[src/include/frame_index_map.svh]
`ifndef FRAME_INDEX_MAP_SVH
`define FRAME_INDEX_MAP_SVH

// Register byte offsets
`define OFF_CMD 8'h00
`define OFF_STAT 8'h04
`define OFF_CAP 8'h08
`define OFF_SEG 8'h0C
`define OFF_MFI 8'h2C
`define OFF_BASE 8'h34

// Command fields
`define CMD_RUN_BIT 0
`define CMD_LSIZE_LO 2
`define CMD_LSIZE_HI 3

// Status fields
`define STAT_ROLL_BIT 3
`define STAT_HALT_BIT 12

// Capability field
`define CAP_WIDE_BIT 0

// Counter and pointer layout
`define MFI_HI 13
`define MFI_RESET 14'h0000
`define SOF_LO 3
`define IDX_LO 3
`define IDX_HI 12
`define BASE_LO 12

// Reset values
`define SEG_RESET 32'h0000_0000
`define BASE_RESET 20'h0_0000
`define LSIZE_RESET 2'h0

// List size codes and the counter and index masks they select
`define LSIZE_512 2'h1
`define LSIZE_256 2'h2
`define WRAP_1024 14'h1FFF
`define WRAP_512 14'h0FFF
`define WRAP_256 14'h07FF
`define IDX_1024 10'h3FF
`define IDX_512 10'h1FF
`define IDX_256 10'h0FF

// Microframe timing
`define MICROFRAME_NS 125000
`define CLK_PERIOD_NS 50
`define TICK_CYCLES (`MICROFRAME_NS / `CLK_PERIOD_NS)

// Bus encodings
`define HSIZE_WORD 3'h2

`endif

[src/include/frame_pkg.sv]
package frame_pkg;

  // Bus state, Gray coded along idle, read wait, read done
  typedef enum logic [1:0] {
    BUS_IDLE = 2'h0,
    BUS_RWAIT = 2'h1,
    BUS_RDONE = 2'h3,
    BUS_WR = 2'h2
  } bus_state_e;

  // Captured address phase
  typedef struct packed {
    logic [7:0] addr;
    logic write;
    logic word;
  } bus_req_s;

  // Periodic list fetch request toward the memory side
  typedef struct packed {
    logic [63:0] addr;
    logic [9:0] index;
    logic [10:0] sof_frame;
  } fetch_s;

endpackage

[src/verilog/frame_index_base.sv]
`timescale 1ns/1ps
`default_nettype none
`include "frame_index_map.svh"

// Summary of operation
// Counter steps by one every 125 us microframe while running.
// Counter bits N..3 index the list; each entry serves eight microframes.
// Size 00b: 1024/N=12, 01b: 512/N=11, 10b: 256/N=10, 11b reserved.
// SOF frame number is counter bits 13..3.
// Software writes the counter only with whole 32-bit words.
// Counter register accepts writes only while halted.
// Software never writes the counter while run control is set.
// A counter write also changes the SOF frame number.
// Counter is bits 13..0, resets to zero; bits 31..14 reserved.
// Base pointer is 4 kB aligned; low address bits ignored.
// Entry address merges base with index, walking the list in order.
// With wide addressing, upper 32 address bits come from segment.
// Software loads the base pointer before starting the schedule.
// Rollover flag sets whenever the list index wraps to zero.
// Entry address is base 31..12 joined with index times four.

module frame_index_base #(
  parameter int unsigned TICK_CYCLES = `TICK_CYCLES,
  parameter logic WIDE_CAPABLE = 1'b1
) (
  input wire logic core_clk,
  input wire logic nrst,
  input wire logic hsel,
  input wire logic [31:0] haddr,
  input wire logic [1:0] htrans,
  input wire logic hwrite,
  input wire logic [2:0] hsize,
  input wire logic [31:0] hwdata,
  input wire logic hready,
  output logic hreadyout,
  output logic hresp,
  output logic [31:0] hrdata,
  output logic run_control,
  output logic halted_flag,
  output logic microframe_pulse,
  output frame_pkg::fetch_s fetch
);

  ////////////////////////////////////////////////////////////////////////
  // Declarations

  localparam logic [11:0] TICK_LAST = 12'(TICK_CYCLES - 1);

  frame_pkg::bus_state_e st_q;
  frame_pkg::bus_state_e st_d;
  frame_pkg::bus_req_s req_q;
  frame_pkg::fetch_s fetch_q;
  frame_pkg::fetch_s fetch_d;

  logic [31:0] hrdata_q;
  logic run_q;
  logic [1:0] lsize_q;
  logic halted_q;
  logic roll_q;
  logic roll_d;
  logic [31:0] seg_q;
  logic [19:0] base_q;
  logic [`MFI_HI:0] mfi_q;
  logic [`MFI_HI:0] mfi_d;
  logic [11:0] tick_q;
  logic pulse_q;

  ////////////////////////////////////////////////////////////////////////
  // Bus decode

  // A transfer is taken only when the bus is ready
  wire logic take = hsel & htrans[1] & hready;
  // A write data phase; the captured direction guards a stray state
  wire logic wr_en = (st_q == frame_pkg::BUS_WR) & req_q.write;
  wire logic rd_latch = (st_q == frame_pkg::BUS_RWAIT);

  // Only the low address byte is decoded, so the window repeats
  wire logic sel_cmd = (req_q.addr == `OFF_CMD);
  wire logic sel_stat = (req_q.addr == `OFF_STAT);
  wire logic sel_cap = (req_q.addr == `OFF_CAP);
  wire logic sel_seg = (req_q.addr == `OFF_SEG);
  wire logic sel_mfi = (req_q.addr == `OFF_MFI);
  wire logic sel_base = (req_q.addr == `OFF_BASE);

  // Narrow writes to the counter are dropped, never half applied, and
  // a write while the schedule runs is refused rather than racing a step
  wire logic mfi_wr =
    wr_en & sel_mfi & req_q.word & halted_q;

  ////////////////////////////////////////////////////////////////////////
  // Bus state machine

  // Reads take one wait state so that read data leaves a flip-flop
  always_comb begin
    st_d = frame_pkg::BUS_IDLE;
    case (st_q)
      frame_pkg::BUS_IDLE,
      frame_pkg::BUS_WR,
      frame_pkg::BUS_RDONE: begin
        if (take) begin
          st_d = hwrite ? frame_pkg::BUS_WR : frame_pkg::BUS_RWAIT;
        end
      end
      frame_pkg::BUS_RWAIT: begin
        st_d = frame_pkg::BUS_RDONE;
      end
      default: begin
        st_d = frame_pkg::BUS_IDLE;
      end
    endcase
  end

  // State register
  always_ff @(posedge core_clk or negedge nrst) begin
    if (!nrst) begin
      st_q <= frame_pkg::BUS_IDLE;
    end else begin
      st_q <= st_d;
    end
  end

  // Address phase capture
  always_ff @(posedge core_clk or negedge nrst) begin
    if (!nrst) begin
      req_q <= '0;
    end else if (take) begin
      req_q.addr <= haddr[7:0];
      req_q.write <= hwrite;
      req_q.word <= (hsize == `HSIZE_WORD);
    end
  end

  ////////////////////////////////////////////////////////////////////////
  // Read path

  // Command, status and capability words are placed bit by bit from the
  // field map, so moving a field needs only a header change
  logic [31:0] rd_cmd;
  logic [31:0] rd_stat;
  logic [31:0] rd_cap;

  // Command word: run control and list size
  always_comb begin
    rd_cmd = 32'h0000_0000;
    rd_cmd[`CMD_RUN_BIT] = run_q;
    rd_cmd[`CMD_LSIZE_HI:`CMD_LSIZE_LO] = lsize_q;
  end

  // Status word: halted state and the sticky rollover flag
  always_comb begin
    rd_stat = 32'h0000_0000;
    rd_stat[`STAT_HALT_BIT] = halted_q;
    rd_stat[`STAT_ROLL_BIT] = roll_q;
  end

  // Capability word: wide addressing is fixed at build time
  always_comb begin
    rd_cap = 32'h0000_0000;
    rd_cap[`CAP_WIDE_BIT] = WIDE_CAPABLE;
  end

  // Reserved bits and unmapped addresses read as zero
  wire logic [31:0] rd_mfi = {18'h0, mfi_q};
  wire logic [31:0] rd_base = {base_q, 12'h000};

  wire logic [31:0] rd_mux =
    sel_cmd ? rd_cmd :
    sel_stat ? rd_stat :
    sel_cap ? rd_cap :
    sel_seg ? seg_q :
    sel_mfi ? rd_mfi :
    sel_base ? rd_base : 32'h0000_0000;

  // Read data register
  always_ff @(posedge core_clk or negedge nrst) begin
    if (!nrst) begin
      hrdata_q <= 32'h0000_0000;
    end else if (rd_latch) begin
      hrdata_q <= rd_mux;
    end
  end

  // Always OKAY; ready drops only for the read wait state
  assign hreadyout = (st_q != frame_pkg::BUS_RWAIT);
  assign hresp = 1'b0;
  assign hrdata = hrdata_q;

  ////////////////////////////////////////////////////////////////////////
  // Command, segment and base registers

  // Command register: run control and list size
  always_ff @(posedge core_clk or negedge nrst) begin
    if (!nrst) begin
      run_q <= 1'b0;
      lsize_q <= `LSIZE_RESET;
    end else if (wr_en & sel_cmd) begin
      run_q <= hwdata[`CMD_RUN_BIT];
      lsize_q <= hwdata[`CMD_LSIZE_HI:`CMD_LSIZE_LO];
    end
  end

  // Upper address segment
  always_ff @(posedge core_clk or negedge nrst) begin
    if (!nrst) begin
      seg_q <= `SEG_RESET;
    end else if (wr_en & sel_seg) begin
      seg_q <= hwdata;
    end
  end

  // Only the 4 kB frame of the pointer is kept
  always_ff @(posedge core_clk or negedge nrst) begin
    if (!nrst) begin
      base_q <= `BASE_RESET;
    end else if (wr_en & sel_base) begin
      base_q <= hwdata[31:`BASE_LO];
    end
  end

  ////////////////////////////////////////////////////////////////////////
  // Halt tracking

  // Halted follows run control one cycle late, so a run start
  // always sees a settled counter before the first tick
  always_ff @(posedge core_clk or negedge nrst) begin
    if (!nrst) begin
      halted_q <= 1'b1;
    end else begin
      halted_q <= ~run_q;
    end
  end

  assign run_control = run_q;
  assign halted_flag = halted_q;

  ////////////////////////////////////////////////////////////////////////
  // Microframe timer

  wire logic tick_end = ~halted_q & (tick_q == TICK_LAST);

  // Timer restarts on halt so the first microframe is full length; the
  // 12-bit count limits TICK_CYCLES to 4096 core clocks
  always_ff @(posedge core_clk or negedge nrst) begin
    if (!nrst) begin
      tick_q <= 12'h000;
    end else if (halted_q | tick_end) begin
      tick_q <= 12'h000;
    end else begin
      tick_q <= tick_q + 12'h001;
    end
  end

  ////////////////////////////////////////////////////////////////////////
  // Microframe index counter

  // List size decode; the reserved code falls back to 1024 entries so
  // a bad setting still walks the whole 4 kB list
  wire logic size_512 = (lsize_q == `LSIZE_512);
  wire logic size_256 = (lsize_q == `LSIZE_256);

  // Low counter bits that must all be one for the index to wrap
  wire logic [`MFI_HI:0] wrap_mask =
    size_512 ? `WRAP_512 :
    size_256 ? `WRAP_256 : `WRAP_1024;

  // Carry out of bit N means the list index returns to zero
  wire logic wrap = tick_end & ((mfi_q & wrap_mask) == wrap_mask);

  // Counter wraps naturally from its top value to zero
  always_comb begin
    mfi_d = mfi_q;
    if (mfi_wr) begin
      mfi_d = hwdata[`MFI_HI:0];
    end else if (tick_end) begin
      mfi_d = mfi_q + 14'h0001;
    end
  end

  // Counter register
  always_ff @(posedge core_clk or negedge nrst) begin
    if (!nrst) begin
      mfi_q <= `MFI_RESET;
    end else begin
      mfi_q <= mfi_d;
    end
  end

  ////////////////////////////////////////////////////////////////////////
  // Rollover flag

  // Write one to clear; a wrap in the same cycle wins
  wire logic roll_clr = wr_en & sel_stat & hwdata[`STAT_ROLL_BIT];

  always_comb begin
    roll_d = (roll_q & ~roll_clr) | wrap;
  end

  always_ff @(posedge core_clk or negedge nrst) begin
    if (!nrst) begin
      roll_q <= 1'b0;
    end else begin
      roll_q <= roll_d;
    end
  end

  ////////////////////////////////////////////////////////////////////////
  // List entry address

  // Index width shrinks with the list
  wire logic [9:0] idx_mask =
    size_512 ? `IDX_512 :
    size_256 ? `IDX_256 : `IDX_1024;

  wire logic [9:0] list_index =
    mfi_q[`IDX_HI:`IDX_LO] & idx_mask;

  // Upper half is zero unless wide addressing is present
  wire logic [31:0] upper_addr =
    WIDE_CAPABLE ? seg_q : 32'h0000_0000;

  // Four-byte entries within the 4 kB aligned list
  always_comb begin
    fetch_d.addr = {upper_addr, base_q, list_index, 2'h0};
    fetch_d.index = list_index;
    fetch_d.sof_frame = mfi_q[`MFI_HI:`SOF_LO];
  end

  // Fetch outputs leave flip-flops, one cycle behind the counter, while
  // the pulse marks the step itself; a consumer takes the entry one
  // cycle after the pulse
  always_ff @(posedge core_clk or negedge nrst) begin
    if (!nrst) begin
      fetch_q <= '0;
      pulse_q <= 1'b0;
    end else begin
      fetch_q <= fetch_d;
      pulse_q <= tick_end;
    end
  end

  assign fetch = fetch_q;
  assign microframe_pulse = pulse_q;

endmodule

`default_nettype wire

[config.mk]
export PLATFORM = sky130hd
export DESIGN_NAME = frame_index_base
export DESIGN_NICKNAME = d
export VERILOG_FILES = /design/src/include/frame_pkg.sv /design/src/verilog/frame_index_base.sv
export VERILOG_INCLUDE_DIRS = /design/src /design/src/include
export SDC_FILE = /design/constraint.sdc
export NUM_CORES = 1
export LEC_CHECK = 0
export BUFFER_PORTS_ARGS = -buffer_cell sky130_fd_sc_hd__buf_4
export CAP_MARGIN = 20
export CORE_MARGIN = 2
export CORE_UTILIZATION = 56
export CTS_CLUSTER_SIZE = 20
export DETAILED_ROUTE_END_ITERATION = 6
export GPL_TIMING_DRIVEN = 0
export PLACE_DENSITY = 0.85
export SLEW_MARGIN = 20
export SYNTH_ARGS = -nofsm -noshare
export SYNTH_HDL_FRONTEND = slang
export SYNTH_SLANG_ARGS = --single-unit
[constraint.sdc]
create_clock -name core_clk -period 3.3 [get_ports core_clk]
set_input_delay 0.495 -clock core_clk [delete_from_list [all_inputs] [get_ports core_clk]]
set_output_delay 0.495 -clock core_clk [all_outputs]
set_load 0.02 [all_outputs]
==> results of run 1 <==
-- cell families (layout without fill, tap and decap cells) --
kind of cell / Yosys count / after routing / synth area share [%]
other: 1 / 3 / 0.0508
AO/OA/AOI/OAI: 106 / 106 / 9.41
flip-flops: 193 / 193 / 65.4
buffers and inverters: 55 / 255 / 4.14
adder cells (fa/ha/maj): 3 / 3 / 0.509
multiplexers: 64 / 64 / 9.71
XOR/XNOR: 12 / 12 / 1.42
AND/OR/NAND/NOR: 144 / 144 / 9.32
-- final cells by class --
type                       count  area (um2)
fill                         846        3230
sequential                   193        4830
inverter                       8        30.0
timing repair buffer         168        1290
tap                          172         215
multi-input combinational    332        2250
clock buffer                  24         472
buffer                        47         275
clock inverter                 8         128
-- metal layers --
layer	vias to the layer above	share of wire, %	routed length, um	track usage [%]
li1	2394	-	-	-
met1	2677	38	6530	30.2
met2	245	51	8760	42.6
met3	33	8.4	1440	7.90
met4	0	2.4	418	11.7
met5	-	0	0	0
-- worst max-delay path: stages, from the launching register on --
cell and delay (ps):
sky130_fd_sc_hd__dfrtp_1 390, sky130_fd_sc_hd__ha_1 240, sky130_fd_sc_hd__nor4b_1 370, sky130_fd_sc_hd__nand4_1 480, sky130_fd_sc_hd__clkinv_1 340, sky130_fd_sc_hd__nor2_2 110
sky130_fd_sc_hd__buf_6 180, sky130_fd_sc_hd__o21ai_1 140, sky130_fd_sc_hd__o311ai_1 120
-- cell usage in the layout (no fill, tap or decap), types with 4 or more instances in the layout --
| cell | n |
|---|---|
| sky130_fd_sc_hd__dfrtp_1 | 192 |
| sky130_fd_sc_hd__buf_4 | 187 |
| sky130_fd_sc_hd__nand2_1 | 68 |
| sky130_fd_sc_hd__mux2_2 | 60 |
| sky130_fd_sc_hd__o21ai_0 | 35 |
| sky130_fd_sc_hd__nor2_1 | 29 |
| sky130_fd_sc_hd__a22oi_1 | 28 |
| sky130_fd_sc_hd__clkbuf_1 | 18 |
| sky130_fd_sc_hd__clkbuf_16 | 17 |
| sky130_fd_sc_hd__nand3_1 | 13 |
| sky130_fd_sc_hd__buf_2 | 10 |
| sky130_fd_sc_hd__o21ai_1 | 8 |
| sky130_fd_sc_hd__inv_1 | 7 |
| sky130_fd_sc_hd__xnor2_1 | 7 |
| sky130_fd_sc_hd__xor2_1 | 5 |
| sky130_fd_sc_hd__nand4_1 | 5 |
| sky130_fd_sc_hd__a21oi_1 | 5 |
| sky130_fd_sc_hd__and3_1 | 4 |
| sky130_fd_sc_hd__nor3_1 | 4 |
| sky130_fd_sc_hd__a31oi_1 | 4 |
| sky130_fd_sc_hd__o211ai_1 | 4 |
-- how the worst max path moves through the flow --
| stage | end | depth (start not counted) | startpoint | slack (ps) |
|---|---|---|---|---|
| floorplan | mfi_q[11] | 8 | tick_q[0] | 1350 |
| global placement | fetch[73] | 1 | nrst | 670 |
| detailed placement | mfi_q[12] | 8 | tick_q[0] | 870 |
| CTS | mfi_q[10] | 8 | tick_q[0] | 850 |
| global route | mfi_q[10] | 8 | tick_q[0] | 650 |
| finish | mfi_q[10] | 8 | tick_q[0] | 790 |
-- flip-flops by register name, summed over array words and instances (netlist names), 2 cells and up --
signal / count
base_q: 20
st_q: 2
mfi_q: 14
fetch: 65
req_q: 10
lsize_q: 2
tick_q: 12
seg_q: 32
hrdata: 32
-- power groups by stage --
stage	clock network [mW]	registers (mW)	logic, mW
6_report	2.08	2.66	0.708
4_1_cts	2.10	2.66	0.712
2_1_floorplan	0	2.74	0.335
3_3_place_gp	0	2.69	0.677
3_5_place_dp	0	2.70	0.704
5_1_grt	2.20	2.68	0.772
==> flow_summary_export.csv, run 1 <==
group,metric,value,unit
run_status,result_of_the_run,"finished, final reports clean",
routing,initialDrtViolationCount,407,
sta,rsz_0062_raised_after_global_routing,"false",
worst_setup_path,critPathCaptureType,"flip-flop",
floorplan,ios,196,
clocking,cts_buffer_depth,2,
grt,grt_remaining_overflow,0,
power,clock_network_fraction_of_design_power,38.1,%
worst_setup_path,timing.rr.end,"mfi_q[10]",
placement,dp_worst_setup_slack,873,ps
floorplan,area_of_the_die,0.0141,mm2
worst_setup_path,r2r_start,"tick_q[0]",
placement,gp_routability_congestion,0.884,
sta,fmaxAchievable,399,MHz
placement,placed_cells,920,
grt,grt_first_pass_wirelength,27800,um
synthesis,synth.yosys.warnings,0,
worst_setup_path,cp_data_arrival_time,2800,ps
clocking,post_cts_buffers,0,
sta,finalSetupTns,0,ps
sta,finalMaxSlewViolations,0,
finish,finalCoreUtilization,74.6,%
synthesis,synth_edf_count,0,
grt,pin_count_of_the_biggest_net_entering_global_routing,100,
worst_setup_path,reg2reg_depth,8,
finish,synthToLayoutAreaGrowth,28.6,%
synthesis,synth_area_leader_cell,"sky130_fd_sc_hd__dfrtp_1",
placement,io_buffers,167,
synthesis,synth.top_cells.by_count,"sky130_fd_sc_hd__dfrtp_1, sky130_fd_sc_hd__nand2_1, sky130_fd_sc_hd__mux2_2",
clocking,number_of_cells_upsized_or_downsized_after_cts,0,
power,power_switching_share,25.7,%
hold_path,timing.hold.worst.class,"input port to asynchronous set/reset pin",
floorplan,row_count,41,
grt,via_count_of_the_first_global_routing_pass,5498,
routing,avgViaCountPerCell,5.62,
floorplan,die_width,119,um
sta,timing.max_slew.rel_slack,39.8,%
synthesis,synth_seq_area_share,65.4,%
routing,drt.antenna.violating_nets,0,
synthesis,synth.area.top_cells,"sky130_fd_sc_hd__dfrtp_1, sky130_fd_sc_hd__mux2_2, sky130_fd_sc_hd__nand2_1",
finish,post_layout_nonfiller_instances,952,
finish,antenna-diode-count,0,
synthesis,ys_flop_type,"sky130_fd_sc_hd__dfrtp_1",
grt,grt_antenna_before_repair,0,
synthesis,synthesis.area,0.00738,mm2
finish,post-route-cell-area,0.00949,mm2
clocking,cts_clk_pin_slew_worst_paths,70,ps
routing,num_vias,5349,
clocking,number_of_levels_the_h_tree_was_split_into,4,
clocking,tritoncts_num_sinks,193,
routing,first_pass_iters,5,
sta,worst_clock_skew,8.63,ps
power,p_comb_share,13.0,%
synthesis,post-synth-top-area-fraction,65.1,%
floorplan,die_h,119,um
power,switching_power,1.40,mW
sta,final.setup.worst_slack,792,ps
power,pwr_density_cell,574,mW/mm2
synthesis,avgSynthCellArea,12.8,um2
sta,max_slew.worst_pin.slew,900,ps
sta,finalHoldViolations,0,
power,p_total,5.45,mW
finish,layout-drive-gt1-share,37.8,%
floorplan,floorplan.initialDensity,58.0,%
synthesis,synthMostInstantiatedCell,"sky130_fd_sc_hd__dfrtp_1",
sta,final.min_clock_period,2510,ps
synthesis,yosysUniqueCellTypes,56,
clocking,clock_tree_from_tritoncts,"done",
clocking,clock_root_buffer,"sky130_fd_sc_hd__clkbuf_16",
sta,fin_worst_hold_slack,78.0,ps
placement,post-dp-hpwl,11800,um
power,lkg_pwr,4.32,nW
worst_setup_path,cp_data_required_time,3590,ps
placement,placedInstanceArea,0.00889,mm2
power,share_seq_of_total_power,48.9,%
sta,portion_of_the_clock_cycle_consumed_by_the_worst_path_in_the_final_layout,76.0,%
routing,drt_drc_violations_left,0,
clocking,tritoncts.num_buffers,17,
routing,detail_route.wl_per_cell,18.0,um
grt,grt.total_usage,25.5,%
finish,nNetsFinal,844,
synthesis,asyncSetResetFlopFracSynth,100,%
clocking,holdBufCountCts,0,
sta,setup_viol_count_final,0,
worst_setup_path,worstPathMaxFanout,10,
synthesis,ys_seq_elements,193,
routing,wirelength,17200,um
flow_run,drv.max_cap_violation_count,0,
floorplan,core-area,0.0127,mm2
worst_setup_path,worst_setup_path_start_kind,"flip-flop",
power,ir_worst_vdd,0.417,mV
worst_setup_path,regToRegSetupSlack,790,ps
clocking,clock_insertion_delay_worst_skew,430,ps
synthesis,post_synth_inst_count,578,
worst_setup_path,class_of_the_most_critical_setup_path,"flip-flop to flip-flop",
power,power.internal,4.05,mW
No activity file was read; power rests on OpenSTA's default activity.
==> run 2, diff against run 1 <==
CORE_UTILIZATION = 47   (was 56)
PLACE_DENSITY = 0.76   (was 0.85)
clock period = 2.3 ns   (was 3.3 ns; I/O delays follow)
==> flow_summary_export.csv, run 2 (synthesis results as in run 1) <==
group,metric,value,unit
grt,grt.total_usage,21.4,%
clocking,number_of_levels_the_h_tree_was_split_into,4,
sta,timing.max_slew.rel_slack,55.4,%
sta,rsz_0062_raised_after_global_routing,"false",
power,lkg_pwr,4.36,nW
floorplan,row_count,45,
grt,grt_first_pass_wirelength,27300,um
finish,antenna-diode-count,0,
grt,grt_remaining_overflow,0,
clocking,tritoncts_num_sinks,193,
flow_run,drv.max_cap_violation_count,0,
sta,finalHoldViolations,0,
sta,finalSetupTns,0,ps
routing,drt_drc_violations_left,0,
finish,synthToLayoutAreaGrowth,30.1,%
worst_setup_path,crit_start,"req_q[3]",
floorplan,floorplan.initialDensity,48.4,%
worst_setup_path,cp_data_arrival_time,2470,ps
finish,filler_cell_count,1217,
grt,via_count_of_the_first_global_routing_pass,5339,
hold_path,holdCritStartpoint,"hwrite",
power,pwr_density_cell,801,mW/mm2
sta,fin_worst_hold_slack,129,ps
power,ir_worst_vdd,0.540,mV
sta,setup_viol_count_final,0,
worst_setup_path,r2r_start,"req_q[3]",
sta,worst_clock_skew,10.4,ps
placement,gp_routability_congestion,0.803,
floorplan,die_width,129,um
sta,max_slew.worst_pin.slew,669,ps
clocking,cts_buffer_depth,2,
clocking,cts_clk_pin_slew_worst_paths,70,ps
finish,mostFrequentLayoutCells,"sky130_fd_sc_hd__dfrtp_1, sky130_fd_sc_hd__buf_4, sky130_fd_sc_hd__nand2_1",
sta,finalMaxSlewViolations,0,
routing,wirelength,17100,um
grt,grt_antenna_before_repair,0,
finish,layout-drive-gt1-share,39.4,%
finish,post_layout_nonfiller_instances,997,
worst_setup_path,class_of_the_most_critical_setup_path,"flip-flop to flip-flop",
routing,first_pass_iters,5,
placement,io_buffers,167,
placement,post-dp-hpwl,12100,um
finish,nNetsFinal,850,
run_status,result_of_the_run,"finished, final reports clean",
clocking,clock_tree_from_tritoncts,"done",
worst_setup_path,critPathCaptureType,"flip-flop",
grt,pin_count_of_the_biggest_net_entering_global_routing,85,
clocking,clock_insertion_delay_worst_skew,430,ps
sta,final.min_clock_period,2170,ps
floorplan,ios,196,
worst_setup_path,cp_data_required_time,2590,ps
finish,finalCoreUtilization,63.0,%
placement,placedInstanceArea,0.00897,mm2
hold_path,timing.hold.worst.class,"input port to flip-flop",
worst_setup_path,worst_setup_path_start_kind,"flip-flop",
routing,num_vias,5192,
placement,placed_cells,960,
floorplan,area_of_the_die,0.0167,mm2
routing,avgViaCountPerCell,5.21,
clocking,clock_root_buffer,"sky130_fd_sc_hd__clkbuf_16",
hold_path,holdPathStages,2,
finish,most_common_library_cell_in_the_layout_ignoring_fill_and_taps,"sky130_fd_sc_hd__dfrtp_1",
worst_setup_path,reg2reg_depth,6,
routing,initialDrtViolationCount,312,
clocking,tritoncts.num_buffers,17,
sta,fmaxAchievable,460,MHz
floorplan,die_h,129,um
worst_setup_path,worstPathMaxFanout,10,
routing,detail_route.wl_per_cell,17.2,um
sta,portion_of_the_clock_cycle_consumed_by_the_worst_path_in_the_final_layout,94.5,%
floorplan,core-area,0.0153,mm2
routing,drt.antenna.violating_nets,0,
finish,largest_register_ff_count,65,
finish,post-route-cell-area,0.00961,mm2
==> run 2: timing repair <==
action / CTS / global route
gates resized for setup: 1 / 4
setup buffers: 4 / 0
pin swaps: 3 / 0
endpoints found under the hold margin: 50 / 0
setup endpoints to repair: 42 / 19
hold buffers: 1 / 0
==> run 2: cell type report <==
type	count	area [um2]	area share (%)
tap	211	264	2.75
timing repair buffer	174	1360	14.1
buffer	47	277	2.88
multi-input combinational	332	2270	23.7
sequential	193	4830	50.3
clock inverter	15	148	1.54
clock buffer	17	425	4.43
inverter	8	30.0	0.313
==> run 2: power breakdown <==
part	internal (mW)	switching, mW	total [mW]	leakage (nW)
clock	1.53	1.33	2.85	0.277
combinational	0.414	0.619	1.03	1.80
sequential	3.63	0.184	3.81	2.28
==> run 2: final timing paths <==
check | to | slack, ps
worst max-delay path | mfi_q[9] | 130
worst min-delay path | st_q[0] | 130
worst max register to register | mfi_q[9] | 130
worst min register to register | fetch[8] | 380
max in group asynchronous | hrdata[20] | 1150
min in group asynchronous | tick_q[4] | 430
==> run 2: per-layer routing <==
layer,wire length (um),GRT usage [%]
met5,0,0
met4,280,7.48
met2,8560,35.7
met3,1330,6.94
met1,6980,26.4
==> run 2: critical path: stages (launching register included) <==
cell	delay (ps)
sky130_fd_sc_hd__dfrtp_1	420
sky130_fd_sc_hd__or4_4	590
sky130_fd_sc_hd__nor4_4	460
sky130_fd_sc_hd__nor2_2	120
sky130_fd_sc_hd__buf_6	180
sky130_fd_sc_hd__o21ai_1	170
sky130_fd_sc_hd__o211ai_1	100
==> run 2: metrics by stage <==
step | power, mW | worst slack, ps
floorplan | 4.41 | 346
global placement | 4.85 | -199
detailed placement | 4.91 | -139
CTS | 7.77 | 53.6
global route | 8.06 | 5.25
finish | 7.70 | 126
==> run 3, diff against run 2 <==
==> constraint.sdc (replaced) <==
create_clock -name core_clk -period 2.3 [get_ports core_clk]
set_input_delay 0.345 -clock core_clk [delete_from_list [all_inputs] [get_ports core_clk]]
set_output_delay 0.345 -clock core_clk [all_outputs]
set_load 0.1 [all_outputs]
==> flow_summary_export.csv, run 3 (synthesis results as in run 1) <==
group,metric,value,unit
hold_path,holdCritStartpoint,"hwrite",
finish,layout-drive-gt1-share,39.6,%
worst_setup_path,crit_slowest_cell,"sky130_fd_sc_hd__or4_4",
routing,met1Wirelength,6970,um
grt,via_count_of_the_first_global_routing_pass,5339,
finish,antenna-diode-count,0,
routing,first_pass_iters,5,
power,p_total,8.26,mW
hold_path,min_delay_worst_endpoint,"st_q[0]",
placement,dp_worst_setup_slack,-139,ps
finish,synthToLayoutAreaGrowth,30.1,%
worst_setup_path,worstPathMaxFanout,10,
routing,initialDrtViolationCount,312,
clocking,clock_tree_from_tritoncts,"done",
clocking,cts_clk_pin_slew_worst_paths,70,ps
worst_setup_path,class_of_the_most_critical_setup_path,"flip-flop to flip-flop",
routing,drt.antenna.violating_nets,0,
floorplan,core-area,0.0153,mm2
placement,gp_routability_congestion,0.803,
power,pwr_density_cell,860,mW/mm2
sta,finalHoldViolations,0,
hold_path,holdPathStages,2,
routing,drt_drc_violations_left,0,
worst_setup_path,crit_family,"simple AND/OR/NAND/NOR gates",
power,ir_worst_vdd,0.584,mV
floorplan,die_h,129,um
sta,fin_worst_hold_slack,129,ps
sta,setup_viol_count_final,0,
floorplan,ios,196,
grt,grt_remaining_overflow,0,
worst_setup_path,worst_setup_path_start_kind,"flip-flop",
sta,final.min_clock_period,2180,ps
routing,wl_met3,1350,um
worst_setup_path,reg2reg_depth,6,
sta,finalMaxSlewViolations,0,
floorplan,floorplan.initialDensity,48.4,%
finish,nNetsFinal,850,
sta,fmaxAchievable,459,MHz
sta,timing.max_slew.rel_slack,55.6,%
finish,most_common_library_cell_in_the_layout_ignoring_fill_and_taps,"sky130_fd_sc_hd__dfrtp_1",
sta,max_slew.worst_pin.slew,667,ps
routing,num_vias,5189,
floorplan,row_count,45,
finish,filler_cell_count,1217,
floorplan,die_width,129,um
routing,maxUsedRoutingLayer,"met4",
worst_setup_path,cp_data_arrival_time,2470,ps
hold_path,timing.hold.worst.class,"input port to flip-flop",
routing,detail_route.wl_per_cell,17.2,um
grt,grt.total_usage,21.4,%
clocking,tritoncts.num_buffers,17,
worst_setup_path,r2r_start,"req_q[3]",
run_status,result_of_the_run,"finished, final reports clean",
grt,grt_first_pass_wirelength,27300,um
worst_setup_path,path_cells,"or4_4, nor4_4, nor2_2, buf_6, o21ai_1, o211ai_1",
placement,io_buffers,167,
sta,worst_clock_skew,10.2,ps
clocking,cts_buffer_depth,2,
worst_setup_path,cp_data_required_time,2590,ps
placement,post-dp-hpwl,12100,um
clocking,clock_root_buffer,"sky130_fd_sc_hd__clkbuf_16",
worst_setup_path,regToRegSetupSlack,120,ps
flow_run,drv.max_cap_violation_count,0,
worst_setup_path,worst_path_largest_cell_delay,590,ps
sta,rsz_0062_raised_after_global_routing,"false",
finish,mostFrequentLayoutCells,"sky130_fd_sc_hd__dfrtp_1, sky130_fd_sc_hd__buf_4, sky130_fd_sc_hd__nand2_1",
routing,wirelength,17100,um
grt,pin_count_of_the_biggest_net_entering_global_routing,85,
finish,largest_register_ff_count,65,
worst_setup_path,timing.rr.end,"mfi_q[9]",
sta,final.setup.worst_slack,122,ps
grt,grt_antenna_before_repair,0,
clocking,tritoncts_num_sinks,193,
worst_setup_path,critPathCaptureType,"flip-flop",
routing,avgViaCountPerCell,5.20,
clocking,clock_insertion_delay_worst_skew,430,ps
sta,portion_of_the_clock_cycle_consumed_by_the_worst_path_in_the_final_layout,94.7,%
floorplan,area_of_the_die,0.0167,mm2
clocking,number_of_levels_the_h_tree_was_split_into,4,
worst_setup_path,critPathBufInv,1,
power,lkg_pwr,4.36,nW
routing,met2_wirelength,8540,um
[run 3: changes by cell type in the layout (fill, tap and decap cells not counted)]
cell                       before  now
sky130_fd_sc_hd__clkbuf_1      13   12
sky130_fd_sc_hd__clkbuf_2       1    2
[run 3: timing repair]
item,4_1_cts,5_1_grt
hold buffers,1,0
setup endpoints to repair,42,20
buffers inserted,4,0
endpoints found under the hold margin,50,0
cloned,0,0
pin swaps,3,0
gates resized for setup,1,6
[run 3: how the worst max path moves through the flow]
stage,slack (ps),from,endpoint,cells past startpoint
2_1_floorplan,170,halted_flag,mfi_q[11],7
3_3_place_gp,-200,nrst,fetch[39],1
3_5_place_dp,-140,tick_q[0],mfi_q[10],8
4_1_cts,50,req_q[3],hrdata[28],6
5_1_grt,5,req_q[3],mfi_q[10],6
6_report,120,req_q[3],mfi_q[9],6
[run 3: stage by stage]
stage | instances | TNS, ps | instance area, um2 | util [%]
2_1_floorplan | 580 | 0 | 7390 | -
3_3_place_gp | 958 | -35650 | 8910 | 58.4
3_5_place_dp | 960 | -2160 | 8970 | 58.8
4_1_cts | 997 | 0 | 9590 | 62.8
5_1_grt | 997 | 0 | 9610 | 63.0
6_report | 997 | 0 | 9610 | 63.0
[run 3: layer usage]
metal  vias up  track usage [%]
li1       2409                -
met1      2591             26.4
met2       169             35.7
met3        20             6.94
met4         0             7.48
met5         -                0
[run 3: layout make-up]
cell class                      count  area, um2  share of cell area, %
Sequential cell                   193       4830                   50.3
Multi-Input combinational cell    332       2270                   23.7
Timing Repair Buffer              174       1360                   14.1
Clock buffer                       17        425                   4.43
Buffer                             47        278                   2.89
Tap cell                          211        264                   2.75
Clock inverter                     15        148                   1.54
Inverter                            8       30.0                  0.313
[run 3: where the power goes]
| group | switching, mW | internal [mW] | total (mW) |
|---|---|---|---|
| Sequential | 0.184 | 3.63 | 3.81 |
| Clock | 1.33 | 1.53 | 2.85 |
| Combinational | 1.18 | 0.418 | 1.60 |
